$ cat src/ulas_map.svh
// Constants of the U-loop activation sequencer: command codes, register fields, timer figures.
// Assumes a single 250 MHz clock; included by the sequencer files.
`ifndef ULAS_MAP_SVH
`define ULAS_MAP_SVH

// ********************
// Command and indication codes
// ********************
`define ULAS_CODE_PUP      4'h0
`define ULAS_CODE_RES      4'h1
`define ULAS_CODE_ERR      4'h4
`define ULAS_CODE_PDN      4'h5
`define ULAS_CODE_SYNC     4'h6
`define ULAS_CODE_ACTREQ   4'h8
`define ULAS_CODE_ACTDONE  4'hC
`define ULAS_CODE_DEACT    4'hF

// ********************
// Register layout
// ********************
`define ULAS_CMD_RESET     8'h0F
`define ULAS_FIELD_MSB     3
`define ULAS_REG_W         8

// ********************
// Timing
// ********************
`define ULAS_CLK_MHZ       250
`define ULAS_T_DEFAULT_MS  15000
`define ULAS_T_RESYNC_MS   480
`define ULAS_T_LOSS_MS     40
`define ULAS_CYC_PER_MS    (`ULAS_CLK_MHZ * 1000)
`define ULAS_DEA_FRAMES    4
`define ULAS_VALIDATE_N    3
`define ULAS_TONE_N        2

`endif

$ cat src/ulas_pkg.sv
// Types of the U-loop activation sequencer.
// Assumes ulas_map.svh for constant values.
package ulas_pkg;
  typedef logic [3:0] ulas_code_t;

  typedef enum logic [9:0] {
    ULAS_OFF      = 10'b0000000001,
    ULAS_IDLE     = 10'b0000000010,
    ULAS_TRAIN    = 10'b0000000100,
    ULAS_PEND     = 10'b0000001000,
    ULAS_HOLD     = 10'b0000010000,
    ULAS_ACTIVE   = 10'b0000100000,
    ULAS_RESYNC   = 10'b0001000000,
    ULAS_DEASEND  = 10'b0010000000,
    ULAS_DEAWAIT  = 10'b0100000000,
    ULAS_FAIL     = 10'b1000000000
  } ulas_state_e;
endpackage

$ cat src/ulas_if.sv
// Carrier between the sequencer and its timer unit.
// Assumes one clock domain.
interface ulas_timer_if;
  logic start15;
  logic start480;
  logic start40;
  logic stop;
  logic exp15;
  logic exp480;
  logic exp40;
  modport seq (output start15, start480, start40, stop, input exp15, exp480, exp40);
  modport tmr (input start15, start480, start40, stop, output exp15, exp480, exp40);
endinterface

$ cat src/ulas_timers.sv
// Millisecond divider and the 15 s, 480 ms and 40 ms sequencer timers.
// Assumes one clock; expiry flags are single-cycle pulses.
`include "ulas_map.svh"
module ulas_timers #(
  parameter int CYC_PER_MS = `ULAS_CYC_PER_MS,
  parameter int T_DEF_MS   = `ULAS_T_DEFAULT_MS,
  parameter int T_RSY_MS   = `ULAS_T_RESYNC_MS,
  parameter int T_LOS_MS   = `ULAS_T_LOSS_MS
) (
  // Clock and reset
  input  wire logic  ref_clk,
  input  wire logic  rst_n,
  // Control
  input  wire logic  defTimerEn,
  ulas_timer_if.tmr  tm
);
  initial begin
    if (CYC_PER_MS < 1 || T_DEF_MS < 1 || T_RSY_MS < 1 || T_LOS_MS < 1 || T_DEF_MS > 65535)
      $error("ulas_timers: bad timer parameters");
  end

  logic [31:0] preCnt;
  logic        msTick;
  logic [15:0] cnt15;
  logic [15:0] cnt480;
  logic [15:0] cnt40;
  logic        run15;
  logic        run480;
  logic        run40;

  assign msTick = (preCnt == 32'(CYC_PER_MS - 1));

  // ********************
  // Millisecond enable
  // ********************
  always_ff @(posedge ref_clk or negedge rst_n) begin
    if (!rst_n) begin
      preCnt <= 32'h0000_0000;
    end else begin
      preCnt <= msTick ? 32'h0000_0000 : preCnt + 32'h0000_0001;
    end
  end

  // ********************
  // Timers
  // ********************
  always_ff @(posedge ref_clk or negedge rst_n) begin
    if (!rst_n) begin
      {run15, run480, run40} <= 3'h0;
      cnt15  <= 16'h0000;
      cnt480 <= 16'h0000;
      cnt40  <= 16'h0000;
      tm.exp15  <= 1'b0;
      tm.exp480 <= 1'b0;
      tm.exp40  <= 1'b0;
    end else begin
      tm.exp15  <= run15 && msTick && cnt15 == 16'(T_DEF_MS - 1) && defTimerEn;
      tm.exp480 <= run480 && msTick && cnt480 == 16'(T_RSY_MS - 1);
      tm.exp40  <= run40 && msTick && cnt40 == 16'(T_LOS_MS - 1);
      if (tm.stop) begin
        {run15, run480, run40} <= 3'h0;
      end else begin
        if (tm.start15) begin
          run15 <= 1'b1;
          cnt15 <= 16'h0000;
        end else if (run15 && msTick) begin
          cnt15 <= cnt15 + 16'h0001;
        end
        if (tm.start480) begin
          run480 <= 1'b1;
          cnt480 <= 16'h0000;
        end else if (run480 && msTick) begin
          cnt480 <= cnt480 + 16'h0001;
        end
        if (tm.start40) begin
          run40 <= 1'b1;
          cnt40 <= 16'h0000;
        end else if (run40 && msTick) begin
          cnt40 <= cnt40 + 16'h0001;
        end
      end
    end
  end
endmodule

$ cat src/ulas_sequencer.sv
// Activation and deactivation sequencer of a 2B1Q U-loop transceiver, LT and NT roles.
// Assumes line events arrive as same-clock pulses/levels from the framer; wake tone is a pin.
`include "ulas_map.svh"
module ulas_sequencer
  import ulas_pkg::*;
#(
  parameter int CYC_PER_MS = `ULAS_CYC_PER_MS,
  parameter int T_DEF_MS   = `ULAS_T_DEFAULT_MS
) (
  // Clock and reset
  input  wire logic                    ref_clk,
  input  wire logic                    rst_n,
  // Configuration
  input  wire logic                    ntMode,
  input  wire logic                    gciMode,
  input  wire logic                    breakpoint_two_enable,
  input  wire logic                    defTimerEn,
  // Command register port
  input  wire logic                    cmdWrite,
  input  wire logic [7:0]              cmdData,
  output logic      [7:0]              cmdReg,
  output logic      [7:0]              activation_indication,
  // Interrupt stack entry
  output logic                         intPush,
  output ulas_pkg::ulas_code_t         intCode,
  // GCI C/I channel
  output ulas_pkg::ulas_code_t         ciCmd,
  output ulas_pkg::ulas_code_t         ciInd,
  // Framer events
  input  wire logic                    superframeTick,
  input  wire logic                    sfSync,
  input  wire logic                    rxSignal,
  input  wire logic                    rxAct,
  input  wire logic                    rxDea,
  input  wire logic                    wakeTonePin,
  // Line control
  output logic                         powerOn,
  output logic                         oscEnable,
  output logic                         txEnable,
  output logic                         txAct,
  output logic                         txDea,
  output logic                         channelsOpen,
  output logic                         coldStart,
  output logic                         dspClear,
  output logic                         line_signal_detect_out_n
);
  ulas_state_e      state;
  ulas_state_e      next_state;
  ulas_timer_if     tif ();
  logic [1:0]       toneSync;
  logic             tone;
  logic             warmOk;
  logic [2:0]       valCnt;
  logic [2:0]       deaCnt;
  logic             actForce0;
  logic             seiForce;
  logic             rxActD;
  logic [3:0]       next_ind;
  logic [3:0]       code;
  logic             known;
  logic             sfOk;
  logic             actFall;

  initial begin
    if (CYC_PER_MS < 1) $error("ulas_sequencer: bad clock rate");
  end

  function automatic logic codeKnown(input logic [3:0] c);
    codeKnown = c == `ULAS_CODE_PUP || c == `ULAS_CODE_RES || c == `ULAS_CODE_ERR || c == `ULAS_CODE_PDN ||
                c == `ULAS_CODE_ACTREQ || c == `ULAS_CODE_ACTDONE || c == `ULAS_CODE_DEACT;
  endfunction

  ulas_timers #(
    .CYC_PER_MS (CYC_PER_MS),
    .T_DEF_MS   (T_DEF_MS),
    .T_RSY_MS   (`ULAS_T_RESYNC_MS),
    .T_LOS_MS   (`ULAS_T_LOSS_MS)
  ) u_timers (
    .ref_clk    (ref_clk),
    .rst_n      (rst_n),
    .defTimerEn (defTimerEn),
    .tm         (tif.tmr)
  );

  // ********************
  // Decoding
  // ********************
  assign tone    = toneSync[1];
  assign code    = cmdData[`ULAS_FIELD_MSB:0];
  assign known   = cmdWrite && codeKnown(code) && cmdData[7:4] == 4'h0;
  assign sfOk    = sfSync && superframeTick;
  assign actFall = rxActD && !rxAct && superframeTick;

  // ********************
  // Wake tone synchroniser
  // ********************
  always_ff @(posedge ref_clk or negedge rst_n) begin
    if (!rst_n) begin
      toneSync <= 2'h0;
    end else begin
      toneSync <= {toneSync[0], wakeTonePin};
    end
  end

  // ********************
  // Next state
  // ********************
  always_comb begin
    next_state = state;
    next_ind   = activation_indication[3:0];
    case (state)
      ULAS_OFF: begin
        if (tone) next_ind = ntMode ? `ULAS_CODE_PUP : `ULAS_CODE_ACTREQ;
        if (known && code == `ULAS_CODE_PUP) begin
          next_state = ULAS_IDLE;
          if (gciMode) next_ind = `ULAS_CODE_PUP;
        end
      end
      ULAS_IDLE: begin
        if (tone && !rxSignal) next_ind = ntMode ? `ULAS_CODE_PUP : `ULAS_CODE_ACTREQ;
        if (known && code == `ULAS_CODE_ACTREQ) next_state = ULAS_TRAIN;
      end
      ULAS_TRAIN: begin
        if (sfOk) begin
          if (ntMode) begin
            next_state = ULAS_PEND;
            next_ind = `ULAS_CODE_ACTREQ;
          end else if (breakpoint_two_enable) begin
            next_state = ULAS_HOLD;
            next_ind = `ULAS_CODE_SYNC;
          end else begin
            next_state = ULAS_ACTIVE;
            next_ind = `ULAS_CODE_ACTDONE;
          end
        end
      end
      ULAS_PEND: begin
        if (valCnt == 3'(`ULAS_VALIDATE_N)) begin
          next_state = ULAS_ACTIVE;
          next_ind = `ULAS_CODE_ACTDONE;
        end
      end
      ULAS_HOLD: begin
        if (known && code == `ULAS_CODE_ACTDONE) begin
          next_state = ULAS_ACTIVE;
          next_ind = `ULAS_CODE_ACTDONE;
        end
      end
      ULAS_ACTIVE: begin
        if (!sfSync) begin
          next_state = ULAS_RESYNC;
          next_ind = `ULAS_CODE_ERR;
        end else if (actFall) begin
          next_ind = `ULAS_CODE_ERR;
        end else if (ntMode && deaCnt == 3'(`ULAS_VALIDATE_N)) begin
          next_state = ULAS_DEAWAIT;
          next_ind = `ULAS_CODE_PUP;
        end else if (!ntMode && known && code == `ULAS_CODE_PUP) begin
          next_state = ULAS_DEASEND;
        end
      end
      ULAS_RESYNC: begin
        if (sfSync) begin
          next_state = ULAS_ACTIVE;
          next_ind = `ULAS_CODE_ACTDONE;
        end else if (tif.exp480 || !rxSignal) begin
          next_state = ULAS_IDLE;
          next_ind = `ULAS_CODE_DEACT;
        end
      end
      ULAS_DEASEND: begin
        if (deaCnt == 3'(`ULAS_DEA_FRAMES)) next_state = ULAS_DEAWAIT;
      end
      ULAS_DEAWAIT: begin
        if (!rxSignal || tif.exp40) begin
          next_state = ULAS_IDLE;
          next_ind = `ULAS_CODE_DEACT;
        end
      end
      ULAS_FAIL: begin
        next_state = ULAS_IDLE;
        next_ind = `ULAS_CODE_DEACT;
      end
      default: begin
        next_state = ULAS_OFF;
      end
    endcase
    if (tif.exp15 && (state == ULAS_TRAIN || state == ULAS_PEND || state == ULAS_HOLD)) begin
      next_state = ULAS_FAIL;
      next_ind = `ULAS_CODE_ERR;
    end
    if (known && code == `ULAS_CODE_RES && state != ULAS_OFF) begin
      next_state = ULAS_IDLE;
    end
    if (known && (code == `ULAS_CODE_PDN ||
        (code == `ULAS_CODE_DEACT && activation_indication[3:0] == `ULAS_CODE_DEACT))) begin
      next_state = ULAS_OFF;
    end
  end

  // ********************
  // State and indications
  // ********************
  always_ff @(posedge ref_clk or negedge rst_n) begin
    if (!rst_n) begin
      state <= ULAS_OFF;
      activation_indication <= `ULAS_CMD_RESET;
      intPush <= 1'b0;
      intCode <= `ULAS_CODE_DEACT;
    end else begin
      state <= next_state;
      activation_indication <= {4'h0, next_ind};
      intPush <= !gciMode && next_ind != activation_indication[3:0];
      intCode <= next_ind;
    end
  end

  // ********************
  // Command register
  // ********************
  always_ff @(posedge ref_clk or negedge rst_n) begin
    if (!rst_n) begin
      cmdReg <= `ULAS_CMD_RESET;
    end else if (next_state == ULAS_IDLE && (state == ULAS_FAIL || next_ind == `ULAS_CODE_DEACT) &&
                 state != ULAS_IDLE && !(known && code == `ULAS_CODE_RES)) begin
      cmdReg <= `ULAS_CMD_RESET;
    end else if (known) begin
      cmdReg <= {4'h0, code};
    end
  end

  // ********************
  // Overhead bits and counters
  // ********************
  always_ff @(posedge ref_clk or negedge rst_n) begin
    if (!rst_n) begin
      valCnt <= 3'h0;
      deaCnt <= 3'h0;
      rxActD <= 1'b0;
      actForce0 <= 1'b0;
      seiForce <= 1'b0;
      warmOk <= 1'b0;
      coldStart <= 1'b1;
      dspClear <= 1'b0;
    end else begin
      dspClear <= known && code == `ULAS_CODE_RES;
      if (superframeTick) rxActD <= rxAct;
      if (state != next_state) begin
        valCnt <= 3'h0;
        deaCnt <= 3'h0;
      end else if (superframeTick) begin
        if (state == ULAS_PEND && rxAct && txAct) valCnt <= valCnt + 3'h1;
        if ((state == ULAS_DEASEND) || (state == ULAS_ACTIVE && ntMode && !rxDea)) begin
          deaCnt <= deaCnt + 3'h1;
        end else if (state == ULAS_ACTIVE) begin
          deaCnt <= 3'h0;
        end
      end
      if (known && code == `ULAS_CODE_ERR && state == ULAS_ACTIVE && !ntMode) actForce0 <= 1'b1;
      if (known && code == `ULAS_CODE_ERR && ntMode) seiForce <= 1'b1;
      if ((known && code == `ULAS_CODE_ACTDONE) || next_state == ULAS_IDLE || next_state == ULAS_OFF) begin
        actForce0 <= 1'b0;
        seiForce <= 1'b0;
      end
      if (state == ULAS_DEAWAIT && next_state == ULAS_IDLE) warmOk <= 1'b1;
      if (state == ULAS_FAIL || (known && code == `ULAS_CODE_RES)) warmOk <= 1'b0;
      if (state == ULAS_IDLE && next_state == ULAS_TRAIN) coldStart <= !warmOk;
      if (known && code == `ULAS_CODE_RES) coldStart <= 1'b1;
    end
  end

  // ********************
  // Line outputs
  // ********************
  always_ff @(posedge ref_clk or negedge rst_n) begin
    if (!rst_n) begin
      powerOn <= 1'b0;
      oscEnable <= 1'b0;
      txEnable <= 1'b0;
      txAct <= 1'b0;
      txDea <= 1'b1;
      channelsOpen <= 1'b0;
      line_signal_detect_out_n <= 1'b1;
      ciCmd <= `ULAS_CODE_DEACT;
      ciInd <= `ULAS_CODE_DEACT;
    end else begin
      powerOn <= next_state != ULAS_OFF;
      oscEnable <= next_state != ULAS_OFF;
      txEnable <= next_state inside {ULAS_TRAIN, ULAS_PEND, ULAS_HOLD, ULAS_ACTIVE, ULAS_RESYNC, ULAS_DEASEND};
      txDea <= next_state != ULAS_DEASEND;
      if (next_state == ULAS_ACTIVE && !actForce0 && !seiForce && !(known && code == `ULAS_CODE_ERR)) begin
        txAct <= 1'b1;
      end else if (next_state == ULAS_PEND && ((known && code == `ULAS_CODE_ACTDONE) || txAct) && !seiForce) begin
        txAct <= 1'b1;
      end else begin
        txAct <= 1'b0;
      end
      channelsOpen <= next_state == ULAS_ACTIVE && !actForce0;
      line_signal_detect_out_n <= !(next_state == ULAS_OFF && tone);
      ciCmd <= gciMode ? cmdReg[3:0] : `ULAS_CODE_DEACT;
      ciInd <= gciMode ? next_ind : `ULAS_CODE_DEACT;
    end
  end

  // ********************
  // Timer control
  // ********************
  assign tif.start15  = state == ULAS_IDLE && next_state == ULAS_TRAIN;
  assign tif.start480 = state == ULAS_ACTIVE && next_state == ULAS_RESYNC;
  assign tif.start40  = state != ULAS_DEAWAIT && next_state == ULAS_DEAWAIT;
  assign tif.stop     = next_state == ULAS_OFF || next_state == ULAS_IDLE;
endmodule

$ cat config.mk
export PLATFORM = sky130hd
export DESIGN_NAME = ulas_sequencer
export DESIGN_NICKNAME = d
export VERILOG_FILES = /design/src/ulas_pkg.sv /design/src/ulas_if.sv /design/src/ulas_timers.sv /design/src/ulas_sequencer.sv
export VERILOG_INCLUDE_DIRS = /design/src /design/src/src
export SDC_FILE = /design/constraint.sdc
export NUM_CORES = 1
export LEC_CHECK = 0
export ABC_AREA = 1
export BUFFER_PORTS_ARGS = -buffer_cell sky130_fd_sc_hd__buf_2
export CORE_MARGIN = 2
export CORE_UTILIZATION = 50
export CTS_CLUSTER_DIAMETER = 200
export CTS_CLUSTER_SIZE = 25
export DETAILED_ROUTE_END_ITERATION = 6
export GPL_TIMING_DRIVEN = 0
export PLACE_DENSITY = 0.74
export SETUP_SLACK_MARGIN = 0.4
export SKIP_CTS_REPAIR_TIMING = 1
export SLEW_MARGIN = 5
export SYNTH_ARGS = -nofsm -noshare
export SYNTH_HDL_FRONTEND = slang
export SYNTH_SLANG_ARGS = --single-unit
$ cat constraint.sdc
create_clock -name ref_clk -period 4.1 [get_ports ref_clk]
set_clock_uncertainty 0.2 [all_clocks]
set_input_delay 0.41 -clock ref_clk [delete_from_list [all_inputs] [get_ports ref_clk]]
set_output_delay 0.41 -clock ref_clk [all_outputs]
set_load 0.005 [all_outputs]
==> impl_metrics.csv <==
group,metric,value,unit
cells_and_area,area_growth,13.4,%
detailed_routing,wl_met2,11300,um
detailed_routing,routed.top_layer,"met4",
synth,yosysUniqueCellTypes,52,
clock_tree,cts_htree_levels,4,
synth,async_flop_share,100,%
power,leakagePower,4.91,nW
synth,synth_area_leaders,"dfrtp_1 (32%), nand2_1 (11%), inv_1 (7.7%)",
sta,finalSetupTns,0,ns
synth,synth_area,8810,um^2
cells_and_area,multi_input_area,4570,um^2
detailed_routing,wl_per_cell,15.5,um
worst_setup_path,critPathKind,"flop to flop",
sta,finalHoldViolCount,0,
placed_design,place_congestion,0.955,
sta,report.final.slew_viol_count,0,
global_routing,grt_use_total,27.0,%
hold_path,hp-class,"primary input to flop",
detailed_routing,drt-total-wl,24100,um
global_routing,grt_max_degree,95,
worst_setup_path,crit_path_end_kind,"flop",
worst_setup_path,startpoint_type,"flop",
worst_setup_path,critPathMaxFanout,8,
outcome,outcome,"complete, no violations",
sta,fin_crit_sh,78.0,%
clock_tree,cts_buffer_depth,2,
detailed_routing,firstDrtPassIters,6,
synth,netlist_top_cells_count,"nand2_1 (258), inv_1 (180), nor2_1 (148)",
sta,setup_violations,0,
synth,avgSynthCellArea,7.06,um^2
sta,post-route-min-period,3.20,ns
floorplanning,die_area,18700,um^2
global_routing,grt_pass1_vias,8005,
global_routing,antenna_found_initial,0,
clock_tree,clkSinkCount,133,
worst_setup_path,arrival,3.34,ns
power,vdd_drop_max,0.401,mV
sta,setup_ws,0.901,ns
cells_and_area,drive_gt1_share,12.9,%
sta,clock.fmax,313,MHz
synth,synth_edf_count,0,
sta,relSlewSlack,28.0,%
clock_tree,cts_tree,"built",
global_routing,grt_pass1_wl,39500,um
cells_and_area,nets,1354,
detailed_routing,drtIter0Drc,765,
detailed_routing,routed_via_density,5.56,
job,cap_violations,0,
floorplanning,core.rowCount,48,
clock_tree,cts_root_buffer,"clkbuf_16",
floorplanning,start_util,51.1,%
synth,yosysMostFrequentCell,"nand2_1",
placed_design,pre_cts_slack,1.03,ns
synth,synth-seq-area-share,38.1,%
cells_and_area,final_util,57.9,%
placed_design,portBuffers,48,
cells_and_area,regArea,3350,um^2
clock_tree,numCtsBuffers,17,
detailed_routing,via_count,8685,
detailed_routing,drtAntennaViolNets,0,
synth,synth_cells,1247,
synth,yosysTopAreaCell,"dfrtp_1",
synth,yosys.area.top_type_share,32.1,%
synth,ys.flop_type,"dfrtp_1",
detailed_routing,routed-wl-met3,1670,um
sta,worst_pin_slew,1.07,ns
floorplanning,core,17200,um^2
clock_tree,clk_latency,0.43,ns
floorplanning,chipWidth,137,um
cells_and_area,fillers,1670,
cells_and_area,n_antenna_cell,0,
synth,yosys_warnings,0,
floorplanning,die_h,137,um
floorplanning,ios,59,
synth,yosys_register_bits,133,
clock_tree,path_clk_slew,0.06,ns
placed_design,hpwl,17900,um
detailed_routing,drt-met1-wl,10300,um
sta,rsz0062_at_grt,"false",
global_routing,grt_overflow,0,
worst_setup_path,r2r_setup_slack,0.90,ns
power,powerDensity,361,nW/um^2
detailed_routing,drc_errors,0,
worst_setup_path,required,4.24,ns
-- per-layer routing --
layer  vias up  global-route usage [%]
met2       348                    44.7
met5         -                       0
li1       4239                       -
met4         0                    11.3
met3        68                    5.93
met1      4030                    34.0
-- state kept, by name (all words and copies together), names as in the netlist, 2 cells and up --
signal and cells:
u_timers.cnt480 16, u_timers.cnt40 16, valCnt 3, u_timers.cnt15 16, ciInd 4, activation_indication 4, ciCmd 4, deaCnt 3
cmdReg 4, state 10, toneSync 2, u_timers.preCnt 32
-- kinds of logic after synthesis --
family	synth area share, %
xor gates and xnor gates	4.18
muxes	0.241
DFF	38.1
buffers and inverters	10.4
other	0.0426
and+or+nand+nor	37.2
adders and majority gates	1.28
AOI/OAI and AO/OA	8.61
-- stage by stage --
stage | power, mW | hold slack (ns) | cell area (um^2) | instances
2_1_floorplan | 1.87 | -0.0856 | 8840 | 1254
3_3_place_gp | 2.11 | 0.146 | 9360 | 1527
3_5_place_dp | 2.12 | 0.143 | 9390 | 1528
4_1_cts | 3.63 | -0.309 | 9970 | 1560
5_1_grt | 3.79 | 0.0518 | 9990 | 1562
6_report | 3.60 | 0.0279 | 9990 | 1562
-- area by class of cell --
cell class              instances  area share (%)
well taps                     225            2.82
plain buffers                  33            2.10
inverters                     187            7.07
multi-input cells             901            45.7
clock inverters                11            1.25
repair buffers                 51            2.94
flip-flops and latches        133            33.6
clock buffers                  21            4.51
-- where the power goes --
group | switching [mW] | leakage (nW) | internal (mW)
Combinational | 0.444 | 2.99 | 0.224
Clock | 0.590 | 0.266 | 0.911
Sequential | 0.0309 | 1.66 | 1.40
-- worst max-delay path, stage by stage (launching register included) --
cell and delay, ns:
dfstp_2 0.38, clkbuf_1 0.22, nand4_1 0.19, nor3_1 0.09, o21ai_1 0.83, nand4_1 0.50, nand2_1 0.16, nand3_1 0.08
nor2_1 0.12, nand3_2 0.16, nor3_1 0.18
-- path summary, 6_finish.rpt --
| kind | from | endpoint | cells past startpoint |
|---|---|---|---|
| max reg2reg | activation_indication[3] | deaCnt[1] | 10 |
| max | activation_indication[3] | deaCnt[1] | 10 |
| min | rxAct | rxActD | 3 |
| min in group asynchronous | rst_n | txAct | 2 |
| min reg2reg | toneSync[0] | toneSync[1] | 0 |
| max in group asynchronous | rst_n | u_timers.cnt15[15] | 3 |
-- cell usage in the layout (no fill, tap or decap), types with 15 or more instances in the layout --
master and count:
nor3_1 63, nand3_1 101, or2_2 16, inv_1 180, dfrtp_1 113, xor2_1 36
nor4_1 21, nand2_1 258, dfstp_2 20, o21ai_1 32, nand4_1 58, buf_4 15
nor2_1 148, o21ai_0 64, buf_2 53, a21oi_1 20, clkbuf_16 17
(Power assumes the default switching activity.)
